===== config.mk =====
export PLATFORM = sky130hd
export DESIGN_NAME = gpio_irq_status_mask_edge
export DESIGN_NICKNAME = d
export VERILOG_FILES = /design/src/shared/gpio_irq_pkg.sv /design/src/core/gpio_irq_status_mask_edge.sv /design/src/core/pin_sync.sv
export SDC_FILE = /design/constraint.sdc
export NUM_CORES = 1
export LEC_CHECK = 0
export ABC_AREA = 0
export ABC_CLOCK_PERIOD_IN_PS = 2600
export BUFFER_PORTS_ARGS = -buffer_cell sky130_fd_sc_hd__buf_2
export CORE_MARGIN = 10
export CORE_UTILIZATION = 60
export CTS_BUF_LIST = sky130_fd_sc_hd__clkbuf_4 sky130_fd_sc_hd__clkbuf_8
export DETAILED_ROUTE_END_ITERATION = 8
export GPL_ROUTABILITY_DRIVEN = 0
export PLACE_DENSITY = 0.82
export SKIP_LAST_GASP = 1
export SYNTH_ARGS = -nofsm -noshare
export SYNTH_HDL_FRONTEND = slang
export SYNTH_SLANG_ARGS = --single-unit
export TNS_END_PERCENT = 30

===== constraint.sdc =====
create_clock -name CLK -period 2.6 [get_ports CLK]
set_clock_uncertainty 0.15 [all_clocks]
set_input_delay 0.52 -clock CLK [delete_from_list [all_inputs] [get_ports CLK]]
set_output_delay 0.52 -clock CLK [all_outputs]
set_load 0.02 [all_outputs]

===== src/shared/gpio_irq_pkg.sv =====
// Register map, field layout and timing constants of the GPIO interrupt block
package gpio_irq_pkg;
  localparam int unsigned NPINS = 16;
  localparam int unsigned NEDGE_PINS = 8;
  localparam int unsigned NFUNC_SRC = 8;
  localparam int unsigned ADDR_W = 20;
  localparam logic [19:0] OFF_EVENT = 20'h18010;
  localparam logic [19:0] OFF_LINE_STATUS = 20'h180b8;
  localparam logic [19:0] OFF_FULL_STATUS = 20'h180bc;
  localparam logic [19:0] MASK_STRIDE = 20'h00100;
  localparam logic [19:0] OFF_MASK = 20'h18110;
  localparam logic [19:0] OFF_EDGE_SEL = 20'h18238;
  localparam logic [19:0] OFF_FUNC_LO = 20'h18300;
  localparam logic [19:0] OFF_FUNC_HI = 20'h18304;
  localparam logic [19:0] OFF_PIN_CFG = 20'h18308;
  localparam logic [19:0] OFF_DEBOUNCE = 20'h1830c;
  // Event register bit positions
  localparam int unsigned EVT_BOOT = 0;
  localparam int unsigned EVT_DSP0 = 1;
  localparam int unsigned EVT_DSP1 = 2;
  localparam int unsigned EVT_FULL = 3;
  localparam int unsigned EVT_PIN_LSB = 16;
  localparam logic [31:0] EVT_USED = 32'hffff_000f;
  localparam logic [31:0] MASK_RESET = 32'hffff_fffe;
  localparam logic [31:0] EDGE_SEL_RESET = 32'h0000_0000;
  // Status field positions
  localparam int unsigned STS_DSP0 = 0;
  localparam int unsigned STS_DSP1 = 1;
  localparam int unsigned STS_PIN_LSB = 16;
  localparam int unsigned STS_FULL = 16;
  localparam int unsigned EDGE_LSB = 16;
  localparam int unsigned CFG_OD_LSB = 16;
  localparam int unsigned DEDICATED_PINS = 2;
  // Pin function codes
  typedef enum logic [3:0] {
    FN_ALT = 4'h0,
    FN_GPIO_IN = 4'h1,
    FN_GPIO_OUT = 4'h2,
    FN_IRQ = 4'h3,
    FN_CLK = 4'h4,
    FN_LOCK_STS = 4'h5,
    FN_LOCK_CLK = 4'h6,
    FN_PWM = 4'h7,
    FN_SIG_DET = 4'h8,
    FN_ALARM = 4'h9,
    FN_TIMER = 4'ha,
    FN_DSP_BUSY = 4'hb
  } pin_fn_e;
  localparam logic [3:0] FN_SRC_BASE = 4'h4;
  localparam logic [3:0] FN_RESET = 4'h1;
  // Debounce sampling period
  localparam int unsigned CLK_PERIOD_NS = 8;
  localparam int unsigned DB_TICK_NS = 2048;
  localparam int unsigned DB_TICK_CYC = DB_TICK_NS / CLK_PERIOD_NS;
  localparam logic [15:0] DB_TICK_LAST = 16'(DB_TICK_CYC - 1);
endpackage


===== src/core/gpio_irq_status_mask_edge.sv =====
// GPIO pin muxing, pin events, status, mask and edge-type registers behind APB
`timescale 1ns/1ps
module gpio_irq_status_mask_edge
  import gpio_irq_pkg::*;
#(
  parameter int unsigned NP = gpio_irq_pkg::NPINS
) (
  input wire logic CLK, // System clock, 125 MHz
  input wire logic RST_B, // Asynchronous reset, active low
  input wire logic PSEL, // APB select
  input wire logic PENABLE, // APB access phase
  input wire logic PWRITE, // APB write
  input wire logic [gpio_irq_pkg::ADDR_W-1:0] PADDR, // APB byte address
  input wire logic [31:0] PWDATA, // APB write data
  input wire logic [3:0] PSTRB, // APB byte strobes
  output logic [31:0] PRDATA, // APB read data
  output logic PREADY, // APB ready
  output logic PSLVERR, // APB error on unmapped address
  input wire logic [NP-1:0] PIN_IN, // Pin levels from pads
  output logic [NP-1:0] PIN_OUT, // Pin drive levels
  output logic [NP-1:0] PIN_OE_B, // Pin drive enable, active low
  input wire logic [NP-1:0] ALT_OUT, // Pin-specific function levels
  input wire logic [NP-1:0] ALT_OE, // Pin-specific function drive enables
  input wire logic [gpio_irq_pkg::NFUNC_SRC-1:0] FUNC_SRC, // Shared output sources
  input wire logic [1:0] DSP_IRQ, // DSP interrupt lines zero and one
  input wire logic EVENT_LOG_FULL, // Event log FIFO full
  input wire logic BOOT_DONE, // Boot sequence complete
  output logic IRQ // Interrupt, active high level
);
  import gpio_irq_pkg::*;

  typedef struct packed {
    logic [31:0] evt;
    logic [31:0] mask;
    logic [31:0] edge_sel;
    logic [NP-1:0][3:0] fn;
    logic [NP-1:0] out_lvl;
    logic [NP-1:0] open_drain;
    logic [NP-1:0] db_en;
    logic [NP-1:0][1:0] db_hist;
    logic [NP-1:0] level;
    logic [NP-1:0] level_prev;
    logic [1:0] dsp_prev;
    logic full_prev;
    logic boot_prev;
    logic [15:0] tick_cnt;
    logic [31:0] prdata;
    logic pready;
    logic pslverr;
    logic irq;
    logic [NP-1:0] pin_out;
    logic [NP-1:0] pin_oe_b;
  } state_s;

  state_s state_reg;
  state_s state_next;
  logic [NP-1:0] pin_sync_level;
  logic [NP-1:0] pin_evt;
  logic [NP-1:0] drive_val;
  logic [NP-1:0] drive_en;
  logic [31:0] line_status;
  logic [31:0] wmask;

  pin_sync #(
    .W(NP)
  ) u_pin_sync (
    .CLK(CLK),
    .RST_B(RST_B),
    .async_in(PIN_IN),
    .level_out(pin_sync_level)
  );

  genvar g;
  generate
    for (g = 0; g < NP; g++)
    begin : g_pin
      logic is_in;
      logic rise;
      logic fall;
      logic rise_hit;
      logic fall_hit;
      logic [3:0] src_idx;
      logic src_val;
      assign is_in = (state_reg.fn[g] == FN_GPIO_IN);
      assign rise = state_reg.level[g] & ~state_reg.level_prev[g];
      assign fall = ~state_reg.level[g] & state_reg.level_prev[g];
      if (g < NEDGE_PINS)
      begin : g_typed
        // Edge type fires once; level type re-sets while the level persists
        assign rise_hit = state_reg.edge_sel[EDGE_LSB + 2 * g] ? rise :
          (rise | (state_reg.level[g] & state_reg.level_prev[g]));
        assign fall_hit = state_reg.edge_sel[EDGE_LSB + 2 * g + 1] ? fall :
          (fall | ~(state_reg.level[g] | state_reg.level_prev[g]));
      end
      else
      begin : g_plain
        assign rise_hit = rise;
        assign fall_hit = fall;
      end
      assign pin_evt[g] = is_in & (rise_hit | fall_hit);
      assign src_idx = state_reg.fn[g] - FN_SRC_BASE;
      assign src_val = (src_idx < 4'(NFUNC_SRC)) ? FUNC_SRC[src_idx[2:0]] : 1'b0;
      always_comb
      begin
        drive_val[g] = 1'b0;
        drive_en[g] = 1'b0;
        unique case (state_reg.fn[g])
          FN_ALT:
          begin
            // Dedicated pins have no pin-specific function
            drive_val[g] = (g >= DEDICATED_PINS) ? ALT_OUT[g] : 1'b0;
            drive_en[g] = (g >= DEDICATED_PINS) ? ALT_OE[g] : 1'b0;
          end
          FN_GPIO_IN:
          begin
            // Inputs never drive; the pad level only feeds events and status
            drive_en[g] = 1'b0;
          end
          FN_GPIO_OUT:
          begin
            drive_val[g] = state_reg.out_lvl[g];
            drive_en[g] = 1'b1;
          end
          FN_IRQ:
          begin
            drive_val[g] = state_reg.irq;
            drive_en[g] = 1'b1;
          end
          default:
          begin
            // Codes past the last source leave the pin undriven
            drive_val[g] = src_val;
            drive_en[g] = (state_reg.fn[g] <= FN_DSP_BUSY);
          end
        endcase
      end
    end
  endgenerate

  always_comb
  begin
    line_status = '0;
    line_status[STS_DSP0] = DSP_IRQ[0];
    line_status[STS_DSP1] = DSP_IRQ[1];
    for (int i = 0; i < int'(NEDGE_PINS); i++)
    begin
      // DSP-owned inputs and non-input pins read zero
      line_status[STS_PIN_LSB + 2 * i] = (state_reg.fn[i] == FN_GPIO_IN) &
        state_reg.level[i];
    end
  end

  always_comb
  begin
    for (int b = 0; b < 4; b++)
    begin
      wmask[8 * b +: 8] = {8{PSTRB[b]}};
    end
  end

  always_comb
  begin
    logic [31:0] evt_set;
    logic [31:0] evt_clr;
    logic wr_access;
    logic [19:0] addr;
    state_next = state_reg;
    evt_set = '0;
    evt_clr = '0;
    addr = PADDR;
    wr_access = PSEL & PENABLE & state_reg.pready & PWRITE;

    // Debounce: take a new level only after three equal samples
    state_next.tick_cnt = (state_reg.tick_cnt == DB_TICK_LAST) ? 16'h0000 :
      state_reg.tick_cnt + 16'h0001;
    for (int i = 0; i < int'(NP); i++)
    begin
      if (!state_reg.db_en[i])
      begin
        state_next.level[i] = pin_sync_level[i];
        // Stale history would let a re-enabled filter accept too early
        state_next.db_hist[i] = {2{pin_sync_level[i]}};
      end
      else if (state_reg.tick_cnt == DB_TICK_LAST)
      begin
        state_next.db_hist[i] = {state_reg.db_hist[i][0], pin_sync_level[i]};
        if (state_reg.db_hist[i] == {2{pin_sync_level[i]}})
        begin
          state_next.level[i] = pin_sync_level[i];
        end
      end
    end
    state_next.level_prev = state_reg.level;

    // Source events latch on their rising transition
    evt_set[EVT_BOOT] = BOOT_DONE & ~state_reg.boot_prev;
    evt_set[EVT_DSP0] = DSP_IRQ[0] & ~state_reg.dsp_prev[0];
    evt_set[EVT_DSP1] = DSP_IRQ[1] & ~state_reg.dsp_prev[1];
    evt_set[EVT_FULL] = EVENT_LOG_FULL & ~state_reg.full_prev;
    evt_set[EVT_PIN_LSB +: NP] = pin_evt;
    state_next.boot_prev = BOOT_DONE;
    state_next.dsp_prev = DSP_IRQ;
    state_next.full_prev = EVENT_LOG_FULL;

    // Register writes land at the access edge
    if (wr_access)
    begin
      unique case (addr)
        OFF_EVENT:
        begin
          evt_clr = PWDATA & wmask;
        end
        OFF_MASK:
        begin
          state_next.mask = ((PWDATA & wmask) | (state_reg.mask & ~wmask)) &
            EVT_USED;
        end
        OFF_EDGE_SEL:
        begin
          state_next.edge_sel[31:EDGE_LSB] = PWDATA[31:EDGE_LSB] & wmask[31:EDGE_LSB]
            | state_reg.edge_sel[31:EDGE_LSB] & ~wmask[31:EDGE_LSB];
        end
        OFF_FUNC_LO:
        begin
          for (int i = 0; i < 8; i++)
          begin
            if (PSTRB[i / 2])
            begin
              state_next.fn[i] = PWDATA[4 * i +: 4];
            end
          end
        end
        OFF_FUNC_HI:
        begin
          for (int i = 0; i < 8; i++)
          begin
            if (PSTRB[i / 2])
            begin
              state_next.fn[i + 8] = PWDATA[4 * i +: 4];
            end
          end
        end
        OFF_PIN_CFG:
        begin
          state_next.out_lvl = PWDATA[15:0] & wmask[15:0] | state_reg.out_lvl & ~wmask[15:0];
          state_next.open_drain = PWDATA[31:CFG_OD_LSB] & wmask[31:CFG_OD_LSB]
            | state_reg.open_drain & ~wmask[31:CFG_OD_LSB];
        end
        OFF_DEBOUNCE:
        begin
          state_next.db_en = PWDATA[15:0] & wmask[15:0] | state_reg.db_en & ~wmask[15:0];
        end
        OFF_LINE_STATUS, OFF_FULL_STATUS:
        begin
          // Status words are read-only; writes pass without an error
          evt_clr = '0;
        end
        default:
        begin
          evt_clr = '0;
        end
      endcase
    end
    // A new event in the clearing cycle survives the clear
    state_next.evt = ((state_reg.evt & ~evt_clr) | evt_set) & EVT_USED;
    state_next.irq = |(state_reg.evt & ~state_reg.mask);

    // Zero-wait APB: data prepared in setup, answered in access
    state_next.pready = PSEL & ~PENABLE;
    state_next.pslverr = 1'b0;
    state_next.prdata = '0;
    if (PSEL & ~PENABLE)
    begin
      unique case (addr)
        OFF_EVENT: state_next.prdata = state_reg.evt;
        OFF_MASK: state_next.prdata = state_reg.mask;
        OFF_LINE_STATUS: state_next.prdata = line_status;
        OFF_FULL_STATUS: state_next.prdata[STS_FULL] = EVENT_LOG_FULL;
        OFF_EDGE_SEL: state_next.prdata = state_reg.edge_sel;
        OFF_FUNC_LO: state_next.prdata = state_reg.fn[7:0];
        OFF_FUNC_HI: state_next.prdata = state_reg.fn[15:8];
        OFF_PIN_CFG: state_next.prdata = {state_reg.open_drain, state_reg.out_lvl};
        OFF_DEBOUNCE: state_next.prdata = {16'h0000, state_reg.db_en};
        default: state_next.pslverr = 1'b1;
      endcase
      // Writes answer with zero data so no register leaks onto the bus
      if (PWRITE)
      begin
        state_next.prdata = '0;
      end
    end

    // Open drain drives only a low level
    for (int i = 0; i < int'(NP); i++)
    begin
      state_next.pin_out[i] = drive_val[i];
      state_next.pin_oe_b[i] = ~(drive_en[i] & ~(state_reg.open_drain[i] & drive_val[i]));
    end
  end

  always_ff @(posedge CLK or negedge RST_B)
  begin
    if (!RST_B)
    begin
      state_reg <= '0;
      state_reg.mask <= MASK_RESET & EVT_USED;
      state_reg.edge_sel <= EDGE_SEL_RESET;
      // All pins start as inputs so nothing drives before software sets up
      state_reg.fn <= {NP{FN_RESET}};
      state_reg.pin_oe_b <= '1;
    end
    else
    begin
      state_reg <= state_next;
    end
  end

  assign PRDATA = state_reg.prdata;
  assign PREADY = state_reg.pready;
  assign PSLVERR = state_reg.pslverr;
  assign PIN_OUT = state_reg.pin_out;
  assign PIN_OE_B = state_reg.pin_oe_b;
  assign IRQ = state_reg.irq;
endmodule


===== src/core/pin_sync.sv =====
// Three-stage pin synchroniser that accepts a level once stages two and three agree
`timescale 1ns/1ps
module pin_sync #(
  parameter int unsigned W = 16
) (
  input wire logic CLK, // System clock
  input wire logic RST_B, // Asynchronous reset, active low
  input wire logic [W-1:0] async_in, // Pin levels from outside
  output logic [W-1:0] level_out // Accepted level
);
  typedef struct packed {
    logic [W-1:0] s1;
    logic [W-1:0] s2;
    logic [W-1:0] s3;
    logic [W-1:0] level;
  } sync_s;

  sync_s state_reg;
  sync_s state_next;

  always_comb
  begin
    state_next = state_reg;
    state_next.s1 = async_in;
    state_next.s2 = state_reg.s1;
    state_next.s3 = state_reg.s2;
    for (int i = 0; i < int'(W); i++)
    begin
      if (state_reg.s2[i] == state_reg.s3[i])
      begin
        state_next.level[i] = state_reg.s3[i];
      end
    end
  end

  always_ff @(posedge CLK or negedge RST_B)
  begin
    if (!RST_B)
    begin
      state_reg <= '0;
    end
    else
    begin
      state_reg <= state_next;
    end
  end

  assign level_out = state_reg.level;
endmodule


## Word-level counts from Yosys, hierarchy flattened

Index checks and enable logic that the tools add are counted.

- Register bits after elaboration: 383
- Input bits: 121
- Output and inout port bits: 67
- Word-level logic and storage cells: 763

- $add $sub $neg: 17
- Magnitude comparators: 48
- Equality and inequality tests: 122
- Mux-type cells: 186
- Bitwise logic cells: 242
- Reduce and logical (&&, ||, !) cells: 64

Operator list:

| operator | number |
|---|---|
| $eq 20x17->1 const B | 9 |
| $and 32x32->32 | 4 |
| $eq 4x2->1 const B | 32 |
| $mux 32 | 4 |
| $pmux 16 s7 | 1 |
| $pmux 15 s7 | 1 |
| $and 1x1->1 | 104 |
| $mux 1 | 98 |
| $and 16x16->16 | 6 |
| $not 32->32 | 3 |
| $not 1->1 | 77 |
| $eq 4x1->1 const B | 16 |
| $le 4x4->1 const B | 16 |
| $logic_not 4->1 | 16 |
| $lt 3x4->1 const B | 16 |
| $lt 4x4->1 const B | 16 |
| $mux 2 | 32 |
| $ne 2x1->1 const B | 32 |
| $or 16x16->16 | 4 |
| $or 32x32->32 | 2 |
| $sub 4x3->4 const B | 16 |
| $pmux 1 s4 | 14 |
| $bmux 1 s3 | 16 |
| $pmux 1 s3 | 16 |
| other kinds (14) | 128 |

## Depth between registers and ports, before layout

Gate-level depths: netlist (run 1).

- Depth in word-level cells: 9
- Gate-level depth with buffers: 8
- Depth with buffers taken out: 6

## Cells and area by module

A second synthesis (run 1) with hierarchy kept.

- Cell total of the unflattened synthesis: 1582
- Area, all modules: 18740.5 um2

Modules (own cells, without submodules):

| module | instances | cells an instance | area each (um2) | seq. area each (um2) |
|---|---|---|---|---|
| gpio_irq_status_mask_edge | 1 | 1486 | 16838.6 | 8046.5 |
| pin_sync | 1 | 96 | 1901.8 | 1601.5 |

## Least setup slack after synthesis (run 1)

OpenSTA, ideal clock, no wires.

- Path kind: input to register
- Start: in PADDR[10] in the netlist's numbering
- End: reg with a tool-made name
- Library setup time: 125 ps
- Arrival time: 2080 ps
- Data required time: 2325 ps
- Setup slack: 245 ps
- Cell stages on the path: 5
- Path buffers: 1
- Cell sequence: nor4_1 > nand3_1 > buf_2 > nor4_4 > mux2_2

RTL lines:

| what | RTL line | text |
|---|---|---|
| start, declared | gpio_irq_status_mask_edge.sv:13 | `input wire logic [gpio_irq_pkg::ADDR_W-1:0] PADDR,` |

## Final worst setup path (run 1)

- Start: reg state_reg, in the netlist IRQ
- End: out IRQ

RTL lines:

| what | RTL line | text |
|---|---|---|
| start, declared | gpio_irq_status_mask_edge.sv:55 | `state_s state_reg;` |
| start signal, assigned | gpio_irq_status_mask_edge.sv:314 | `state_reg <= state_next;` |
| end, declared | gpio_irq_status_mask_edge.sv:28 | `output logic IRQ` |

No word-level cell between the ends.

==> summary.txt, run 1 <==
Sw Ratio -> 23.93%
Antenna Nets Post-Route -> 0
clk slew on worst S/H paths -> 70 ps
Critical Path AT -> 1940 ps
Post-synth ARST share -> 100.0%
Fillers -> 2071
final hold vios -> 0
largest net degree at the start of global routing -> 75
Clk pwr share -> 44.7%
die width -> 195.6 µm
Synth Warn # -> 0
fin crit period -> 2612 ps
Cell Int Power -> 9.757 mW
Total GRT Usage -> 26.65%
Max-Cap Viols -> 0
failing checks -> negative setup slack
worst-case clock buffer depth -> 3
Crit. End Element -> primary output
Synth Cell Area -> 18500 µm²
Post-CTS Resized -> 0
Slew HR -> 33.67%
wire length per cell -> 23.87 µm
CTS tree -> built
fmax -> 382.8 MHz
Slew Limit Fails -> 0
top_reg_cell synth -> dfrtp_1
status -> complete, but fails checks
Final Cycle Share -> 100.5%
average size of a mapped cell -> 12.05 µm²
final wirelength -> 52360 µm
CP max stage delay -> 1000 ps
Setup CP Type -> reg2out
Top delay family on crit path -> flip-flops
HP Class -> in2reg
share of total power in sequential cells -> 49.3%
Detailed Place HPWL -> 36770 µm
CTS Buf Count -> 61
port buffer count -> 183
CP Launch Type -> register
Setup-failing EPs final -> 1
CP max FO -> 17
WP data required -> 1930 ps
post-synth cell types -> 63
Setup Fix Bufs, Post-CTS -> 0
pre-CTS setup slack -> -68.54 ps
Post-CTS Hold Buffers -> 22
gr ovfl total -> 0
# clock sinks -> 383
Area contributors post-synth -> dfrtp_1, mux2_2, dfstp_2
first-pass GRT wire length -> 80160 µm
Post-synth EDFFs -> 0
sequential area share after synthesis -> 52.14%
starting density of the core -> 60.65%
layout cells sized above 1 -> 38.32%
boundary pin count -> 188
synthesized net count -> 1690
most instantiated cells after synthesis -> dfrtp_1, mux2_2, nand2_1, inv_1, buf_4
DRT iter0 DRCs -> 1476
register bit count reported by yosys -> 383
core area -> 30510 µm²
cells after synthesis -> 1536
most frequent cell after synthesis -> dfrtp_1
DR DRC count -> 0
vias per cell -> 6.290
H-tree Lvls -> 2
Leak Pwr -> 9.917 nW
setup TNS -> -12.08 ps
drt pass-1 iters -> 6
DIE AREA -> 38260 µm²
Comb power frac -> 6.0%
Crit path buffers/inverters -> 1
PwrDens -> 595.5 nW/µm²
Sw Pwr -> 3.070 mW
Synth area leader -> dfrtp_1
vias in the first global route -> 14087
Worst VDD drop -> 539.5 µV
vias -> 13800
Clock Latency Late Sink -> 620 ps
synth-to-layout area growth -> 16.41%
final net count -> 1894
Slowest-stage cell, CP -> dfrtp_1
share of the synthesized area in the top cell type -> 44.90%
row cnt -> 64
Worst Tran Pin Value -> 995.0 ps
CP Cell Sequence -> buf_2
initial antenna violation count -> 12
clk root buf -> clkbuf_8
Die Ht -> 195.6 µm
RSZ-0062 raised after global routing -> no
worst setup margin -> -12.08 ps
## layout by cell type, fill, tap and decap left out, types with 21 or more instances in the layout
cell	netlist	routed
a31oi_1	21	21
buf_4	64	53
a21oi_1	40	40
mux2_2	185	185
buf_2	11	182
inv_1	102	102
dlygate4sd3_1	0	22
dfstp_2	51	51
ha_1	33	33
nand3_1	44	44
clkbuf_8	0	76
dfrtp_1	332	332
nor2_1	52	52
mux4_2	48	48
o21ai_0	56	56
nand2_1	143	143
## worst paths after layout
path	slack (ps)	startpoint	to	cells past startpoint
setup / recovery	-10	IRQ	IRQ	1
min in group asynchronous	270	RST_B	state_reg[222]	2
setup reg to reg	300	state_reg[239]	PIN_OE_B[10]	5
max in group asynchronous	1200	RST_B	state_reg[203]	3
hold / removal	30	PWDATA[15]	state_reg[246]	2
hold reg to reg	190	u_pin_sync.state_next[33]	u_pin_sync.state_next[17]	0
## kinds of logic (layout without fill, tap and decap cells)
| family | count (synthesis) | after routing | share of synthesized area, % |
|---|---|---|---|
| AOI/OAI and AO/OA | 252 | 252 | 9.501 |
| other | 0 | 5 | 0 |
| xor gates and xnor gates | 22 | 22 | 1.041 |
| buffers and inverters | 235 | 492 | 6.140 |
| muxes | 260 | 260 | 18.67 |
| and+or+nand+nor | 335 | 335 | 9.406 |
| adders and majority gates | 49 | 49 | 3.097 |
| DFF | 383 | 383 | 52.14 |
## layer usage
metal  up-vias  routed length, µm  GRT usage (%)
met4        14               2711          13.69
met5         -                 78              0
met3       215               5349          6.715
met2       802              24810          42.88
met1      6866              19420          32.70
li1       5903                  -              -
## through the flow
stage / hold slack, ps / utilization [%] / cells / cell area (µm²) / power (mW)
after floorplan: 74.41 / - / 1536 / 18500 / 6.715
after global placement: 182.1 / 65.24 / 2051 / 19900 / 7.116
after detailed placement: 184.7 / 65.24 / 2051 / 19900 / 7.160
after CTS: 3.640 / 70.55 / 2189 / 21530 / 12.91
after global routing: 30.26 / 70.58 / 2192 / 21530 / 13.26
final: 31.15 / 70.60 / 2194 / 21540 / 12.83
## area by class of cell
class | instances | area [µm²] | area share [%]
multi-input combinational | 918 | 7734 | 35.91
clock inverter | 23 | 227.7 | 1.057
tap | 396 | 495.5 | 2.300
clock buffer | 93 | 1174 | 5.449
inverter | 102 | 382.9 | 1.778
antenna | 5 | 12.51 | 0.05809
timing repair buffer | 274 | 1864 | 8.656
sequential | 383 | 9648 | 44.79
## power by group through the flow
stage	clock, mW	combinational (mW)	sequential [mW]
5_1_grt	6.09	0.822	6.35
6_report	5.73	0.767	6.33
3_5_place_dp	0	0.734	6.43
3_3_place_gp	0	0.707	6.41
2_1_floorplan	0	0.340	6.38
4_1_cts	5.82	0.763	6.32
Note: power is estimated with default switching activity, not from simulation.
==> run 2: changes to the inputs <==
--- a/config.mk
+++ b/config.mk
@@ -13,6 +13,7 @@
 export CTS_BUF_LIST = sky130_fd_sc_hd__clkbuf_4 sky130_fd_sc_hd__clkbuf_8
 export DETAILED_ROUTE_END_ITERATION = 8
 export GPL_ROUTABILITY_DRIVEN = 0
+export GPL_TIMING_DRIVEN = 0
 export PLACE_DENSITY = 0.82
 export SKIP_LAST_GASP = 1
 export SYNTH_ARGS = -nofsm -noshare
==> summary.txt, run 2 (synthesis gave the netlist of run 1 again) <==
Critical Path AT -> 3030 ps
vias in the first global route -> 14641
largest net degree at the start of global routing -> 128
layout cells sized above 1 -> 37.82%
RSZ-0062 raised after global routing -> yes
Worst Tran Pin Value -> 1085 ps
CTS Buf Count -> 61
final net count -> 1960
Leak Pwr -> 9.946 nW
initial antenna violation count -> 8
Die Ht -> 195.6 µm
CTS tree -> built
Placed Cells -> 2118
starting density of the core -> 60.65%
final hold vios -> 0
synth-to-layout area growth -> 17.07%
Pwr Total -> 12.80 mW
wire length per cell -> 24.09 µm
Clock Latency Late Sink -> 630 ps
DRT iter0 DRCs -> 1717
Sw Pwr -> 3.076 mW
Most Crowded Layer GR -> met2
Crit path buffers/inverters -> 2
vias -> 14166
Final Cycle Share -> 102.4%
CP Cell Sequence -> buf_2 -> nor2b_1 -> clkbuf_1 -> nand3_1 -> nor2_1 -> a32oi_1 -> a21boi_0
boundary pin count -> 188
Placed Instance Area -> 20010 µm²
register cell area after layout -> 9648 µm²
Top delay family on crit path -> simple AND/OR/NAND/NOR gates
Slowest-stage cell, CP -> nor2_1
clk root buf -> clkbuf_8
worst hold margin -> 22.77 ps
Crit. End Element -> register
post-route non-filler standard cell count -> 2258
met3 usage -> 8.256%
Clk pwr share -> 44.3%
WP data required -> 2960 ps
M2 GR Usage -> 43.98%
CP Launch Type -> input port
gr ovfl total -> 0
Setup-failing EPs final -> 9
first-pass GRT wire length -> 83710 µm
Multi-input gate area -> 7740 µm²
Comb power frac -> 6.3%
# clock sinks -> 383
port buffer count -> 183
commonest non-fill, non-tap cells in the layout -> dfrtp_1, buf_2, mux2_2
failing checks -> negative setup slack
row cnt -> 64
drt pass-1 iters -> 7
status -> complete, but fails checks
commonest non-fill, non-tap cell in the layout -> dfrtp_1
Detailed Place HPWL -> 39050 µm
post-route design area -> 21660 µm²
Worst VDD drop -> 568.8 µV
Fillers -> 2093
vias per cell -> 6.274
clk slew on worst S/H paths -> 70 ps
Setup CP Type -> in2reg
Sw Ratio -> 24.02%
DR DRC count -> 0
worst-case clock buffer depth -> 3
Post-Route Utilization -> 71.00%
final wirelength -> 54390 µm
die width -> 195.6 µm
Cell Int Power -> 9.728 mW
GR Util met1 -> 33.61%
PwrDens -> 591.1 nW/µm²
CP max stage delay -> 790 ps
CP max FO -> 10
Max-Cap Viols -> 0
DIE AREA -> 38260 µm²
worst setup margin -> -63.05 ps
Total GRT Usage -> 27.91%
fmax -> 375.5 MHz
fin crit period -> 2663 ps
H-tree Lvls -> 2
Antenna Nets Post-Route -> 0
HP Class -> in2reg
core area -> 30510 µm²
Slew HR -> 27.54%
share of total power in sequential cells -> 49.4%
Slew Limit Fails -> 0
==> run 2: layout make-up <==
type | count | area share (%)
diodes | 3 | 0.03466
inverters | 102 | 1.768
repair buffers | 209 | 5.707
clock buffers | 103 | 5.996
plain buffers | 131 | 3.472
flip-flops and latches | 383 | 44.54
well taps | 396 | 2.287
clock inverters | 13 | 0.4621
multi-input cells | 918 | 35.73
==> run 2: power by group through the flow <==
stage / combinational [mW] / clock [mW] / sequential [mW]
floorplan: 0.340 / 0 / 6.38
global placement: 0.722 / 0 / 6.41
detailed placement: 0.763 / 0 / 6.43
CTS: 0.793 / 5.74 / 6.32
global route: 0.861 / 6.02 / 6.35
finish: 0.801 / 5.67 / 6.33
==> run 2: what timing repair did <==
| action | CTS | global route |
|---|---|---|
| endpoints found under the setup margin | 8 | 56 |
| resized for setup | 1 | 14 |
| pin swaps | 0 | 1 |
| endpoints found under the hold margin | 71 | 0 |
| buffers inserted | 0 | 1 |
| hold buffers | 22 | 0 |
==> run 2: final timing paths <==
check,from,endpoint,slack [ps],depth (start not counted)
worst max-delay path,PADDR[2],PRDATA[16],-60,7
worst min-delay path,PWDATA[8],register,20,2
worst max register to register,state_reg[247],PIN_OE_B[12],-40,6
worst min register to register,u_pin_sync.state_next[38],u_pin_sync.state_next[22],190,0
max in group asynchronous,RST_B,u_pin_sync.state_next[31],620,4
min in group asynchronous,RST_B,asynchronous set/reset pin,230,2
==> run 2: per-stage QoR <==
step           setup slack (ps)  TNS (ps)
2_1_floorplan             245.5         0
3_3_place_gp              -6340  -2329770
3_5_place_dp             -685.2    -47180
4_1_cts                  -26.50    -51.63
5_1_grt                  -139.2     -1379
6_report                 -63.05    -277.0
==> run 2: layer usage <==
layer / up-vias / share of wire [%]
li1: 6029 / -
met1: 7002 / 36
met2: 893 / 46
met3: 234 / 11
met4: 8 / 6.3
met5: - / 0.085
==> run 3: changes to the inputs <==
--- a/config.mk
+++ b/config.mk
@@ -5,7 +5,6 @@
 export SDC_FILE = /design/constraint.sdc
 export NUM_CORES = 1
 export LEC_CHECK = 0
-export ABC_AREA = 0
 export ABC_CLOCK_PERIOD_IN_PS = 2600
 export BUFFER_PORTS_ARGS = -buffer_cell sky130_fd_sc_hd__buf_2
 export CORE_MARGIN = 10
@@ -15,6 +14,7 @@
 export GPL_ROUTABILITY_DRIVEN = 0
 export GPL_TIMING_DRIVEN = 0
 export PLACE_DENSITY = 0.82
+export SETUP_SLACK_MARGIN = 0.4
 export SKIP_LAST_GASP = 1
 export SYNTH_ARGS = -nofsm -noshare
 export SYNTH_HDL_FRONTEND = slang
==> constraint.sdc (replaced) <==
create_clock -name CLK -period 2.6 [get_ports CLK]
set_clock_uncertainty 0.15 [all_clocks]
set_input_delay 0.52 -clock CLK [delete_from_list [all_inputs] [get_ports CLK]]
set_output_delay 0.52 -clock CLK [all_outputs]
set_load 0.01 [all_outputs]
==> summary.txt, run 3 (synthesis gave the netlist of run 1 again) <==
Worst R2R Setup Slack -> 280 ps
WHS Path Cells -> 2
RSZ-0062 raised after global routing -> yes
Worst VDD drop -> 667.2 µV
Final Cycle Share -> 89.19%
Setup-failing EPs final -> 0
WP data required -> 2940 ps
CP Launch Type -> register
hold_sp -> PWDATA[9]
CTS Buf Count -> 61
DIE AREA -> 38260 µm²
post-route design area -> 22030 µm²
CP max FO -> 8
HP Class -> in2reg
Clock Latency Late Sink -> 630 ps
Antenna Nets Post-Route -> 0
Worst setup startpoint -> PREADY
DRT iter0 DRCs -> 1771
H-tree Lvls -> 2
layout cells sized above 1 -> 40.21%
CTS tree -> built
PwrDens -> 569.4 nW/µm²
boundary pin count -> 188
die width -> 195.6 µm
Max-Cap Viols -> 0
synth-to-layout area growth -> 19.08%
worst-case clock buffer depth -> 3
FF-to-FF Start -> PREADY
CP max stage delay -> 510 ps
Detailed Place HPWL -> 38780 µm
gr ovfl total -> 0
DR DRC count -> 0
core area -> 30510 µm²
Worst Tran Pin Value -> 930.7 ps
port buffer count -> 183
clk root buf -> clkbuf_8
CP Cell Sequence -> and4_1 -> buf_2 -> nand2_1 -> nor3_4 -> mux2_2
status -> completed
final hold vios -> 0
commonest non-fill, non-tap cells in the layout -> dfrtp_1, buf_2, mux2_2
initial antenna violation count -> 9
vias per cell -> 6.349
Crit. End Element -> register
wire length per cell -> 24.25 µm
clk slew on worst S/H paths -> 60 ps
Slew HR -> 37.96%
Total GRT Usage -> 28.06%
vias in the first global route -> 14878
Die Ht -> 195.6 µm
worst setup margin -> 281.1 ps
fmax -> 431.2 MHz
# clock sinks -> 383
largest net degree at the start of global routing -> 122
first-pass GRT wire length -> 84280 µm
Fillers -> 2059
Slew Limit Fails -> 0
Setup CP Type -> reg2reg
Leak Pwr -> 10.20 nW
R2R cell count -> 5
row cnt -> 64
fin crit period -> 2319 ps
commonest non-fill, non-tap cell in the layout -> dfrtp_1
drt pass-1 iters -> 6
final net count -> 1979
Placed Instance Area -> 20040 µm²
starting density of the core -> 60.65%
vias -> 14443
Slowest-stage cell, CP -> nor3_4
final wirelength -> 55160 µm
Critical Path AT -> 2660 ps
pre-CTS setup slack -> -575.3 ps
==> run 3: worst max path at each step <==
stage	end	slack (ps)	cells after the start
after CTS	PIN_OE_B[11]	210	6
after global routing	state_reg[208]	250	5
final	register	280	5
after detailed placement	PRDATA[27]	-580	7
after floorplan	register	280	5
after global placement	u_pin_sync.state_next[44]	-6350	1
==> run 3: timing repair <==
item | 4_1_cts | 5_1_grt
gates resized for setup | 53 | 46
cloned | 0 | 0
hold endpoints to repair | 74 | 0
hold buffers | 22 | 0
pin swaps | 6 | 10
endpoints found under the setup margin | 185 | 245
setup buffers | 7 | 11
==> run 3: area by class of cell <==
| type | count | area [µm²] | share of cell area (%) |
|---|---|---|---|
| antenna | 4 | 10.01 | 0.04543 |
| buffer | 133 | 873.3 | 3.964 |
| clock buffer | 104 | 1269 | 5.758 |
| clock inverter | 9 | 50.05 | 0.2272 |
| inverter | 102 | 382.9 | 1.738 |
| multi-input combinational | 918 | 7915 | 35.92 |
| sequential | 383 | 9648 | 43.79 |
| tap | 396 | 495.5 | 2.249 |
| timing repair buffer | 226 | 1389 | 6.304 |
==> run 3: where the power goes <==
group,switching (mW),internal (mW),total [mW],leakage (nW)
clock,2.37,3.05,5.42,0.708
sequential,0.166,6.16,6.33,4.74
combinational,0.474,0.319,0.792,4.75
total,3.01,9.53,12.5,10.2
==> run 3: metal layers <==
layer	GRT usage, %	wire length [µm]	vias to the layer above
met3	8.753	6830	290
met5	0	91	-
met4	17.79	3693	12
met1	34.26	19460	7013
met2	42.59	25090	1067
li1	-	-	6061
==> run 3: metrics by stage <==
step / util, % / hold WS (ps) / cells / TNS (ps) / power, mW
floorplan: - / 74.41 / 1536 / 0 / 6.696
global placement: 65.37 / 182.3 / 2115 / -2336150 / 7.114
detailed placement: 65.67 / 184.7 / 2118 / -45380 / 7.168
CTS: 71.42 / 7.382 / 2260 / 0 / 12.59
global route: 72.19 / 16.01 / 2272 / 0 / 12.99
finish: 72.22 / 35.10 / 2275 / 0 / 12.55
==> run 3: worst max-delay path, delay by kind of cell, from the launching register on <==
family / cells / cell delay, ps
DFF: 1 / 330
buffers and inverters: 1 / 270
and+or+nand+nor: 3 / 1040
muxes: 1 / 400
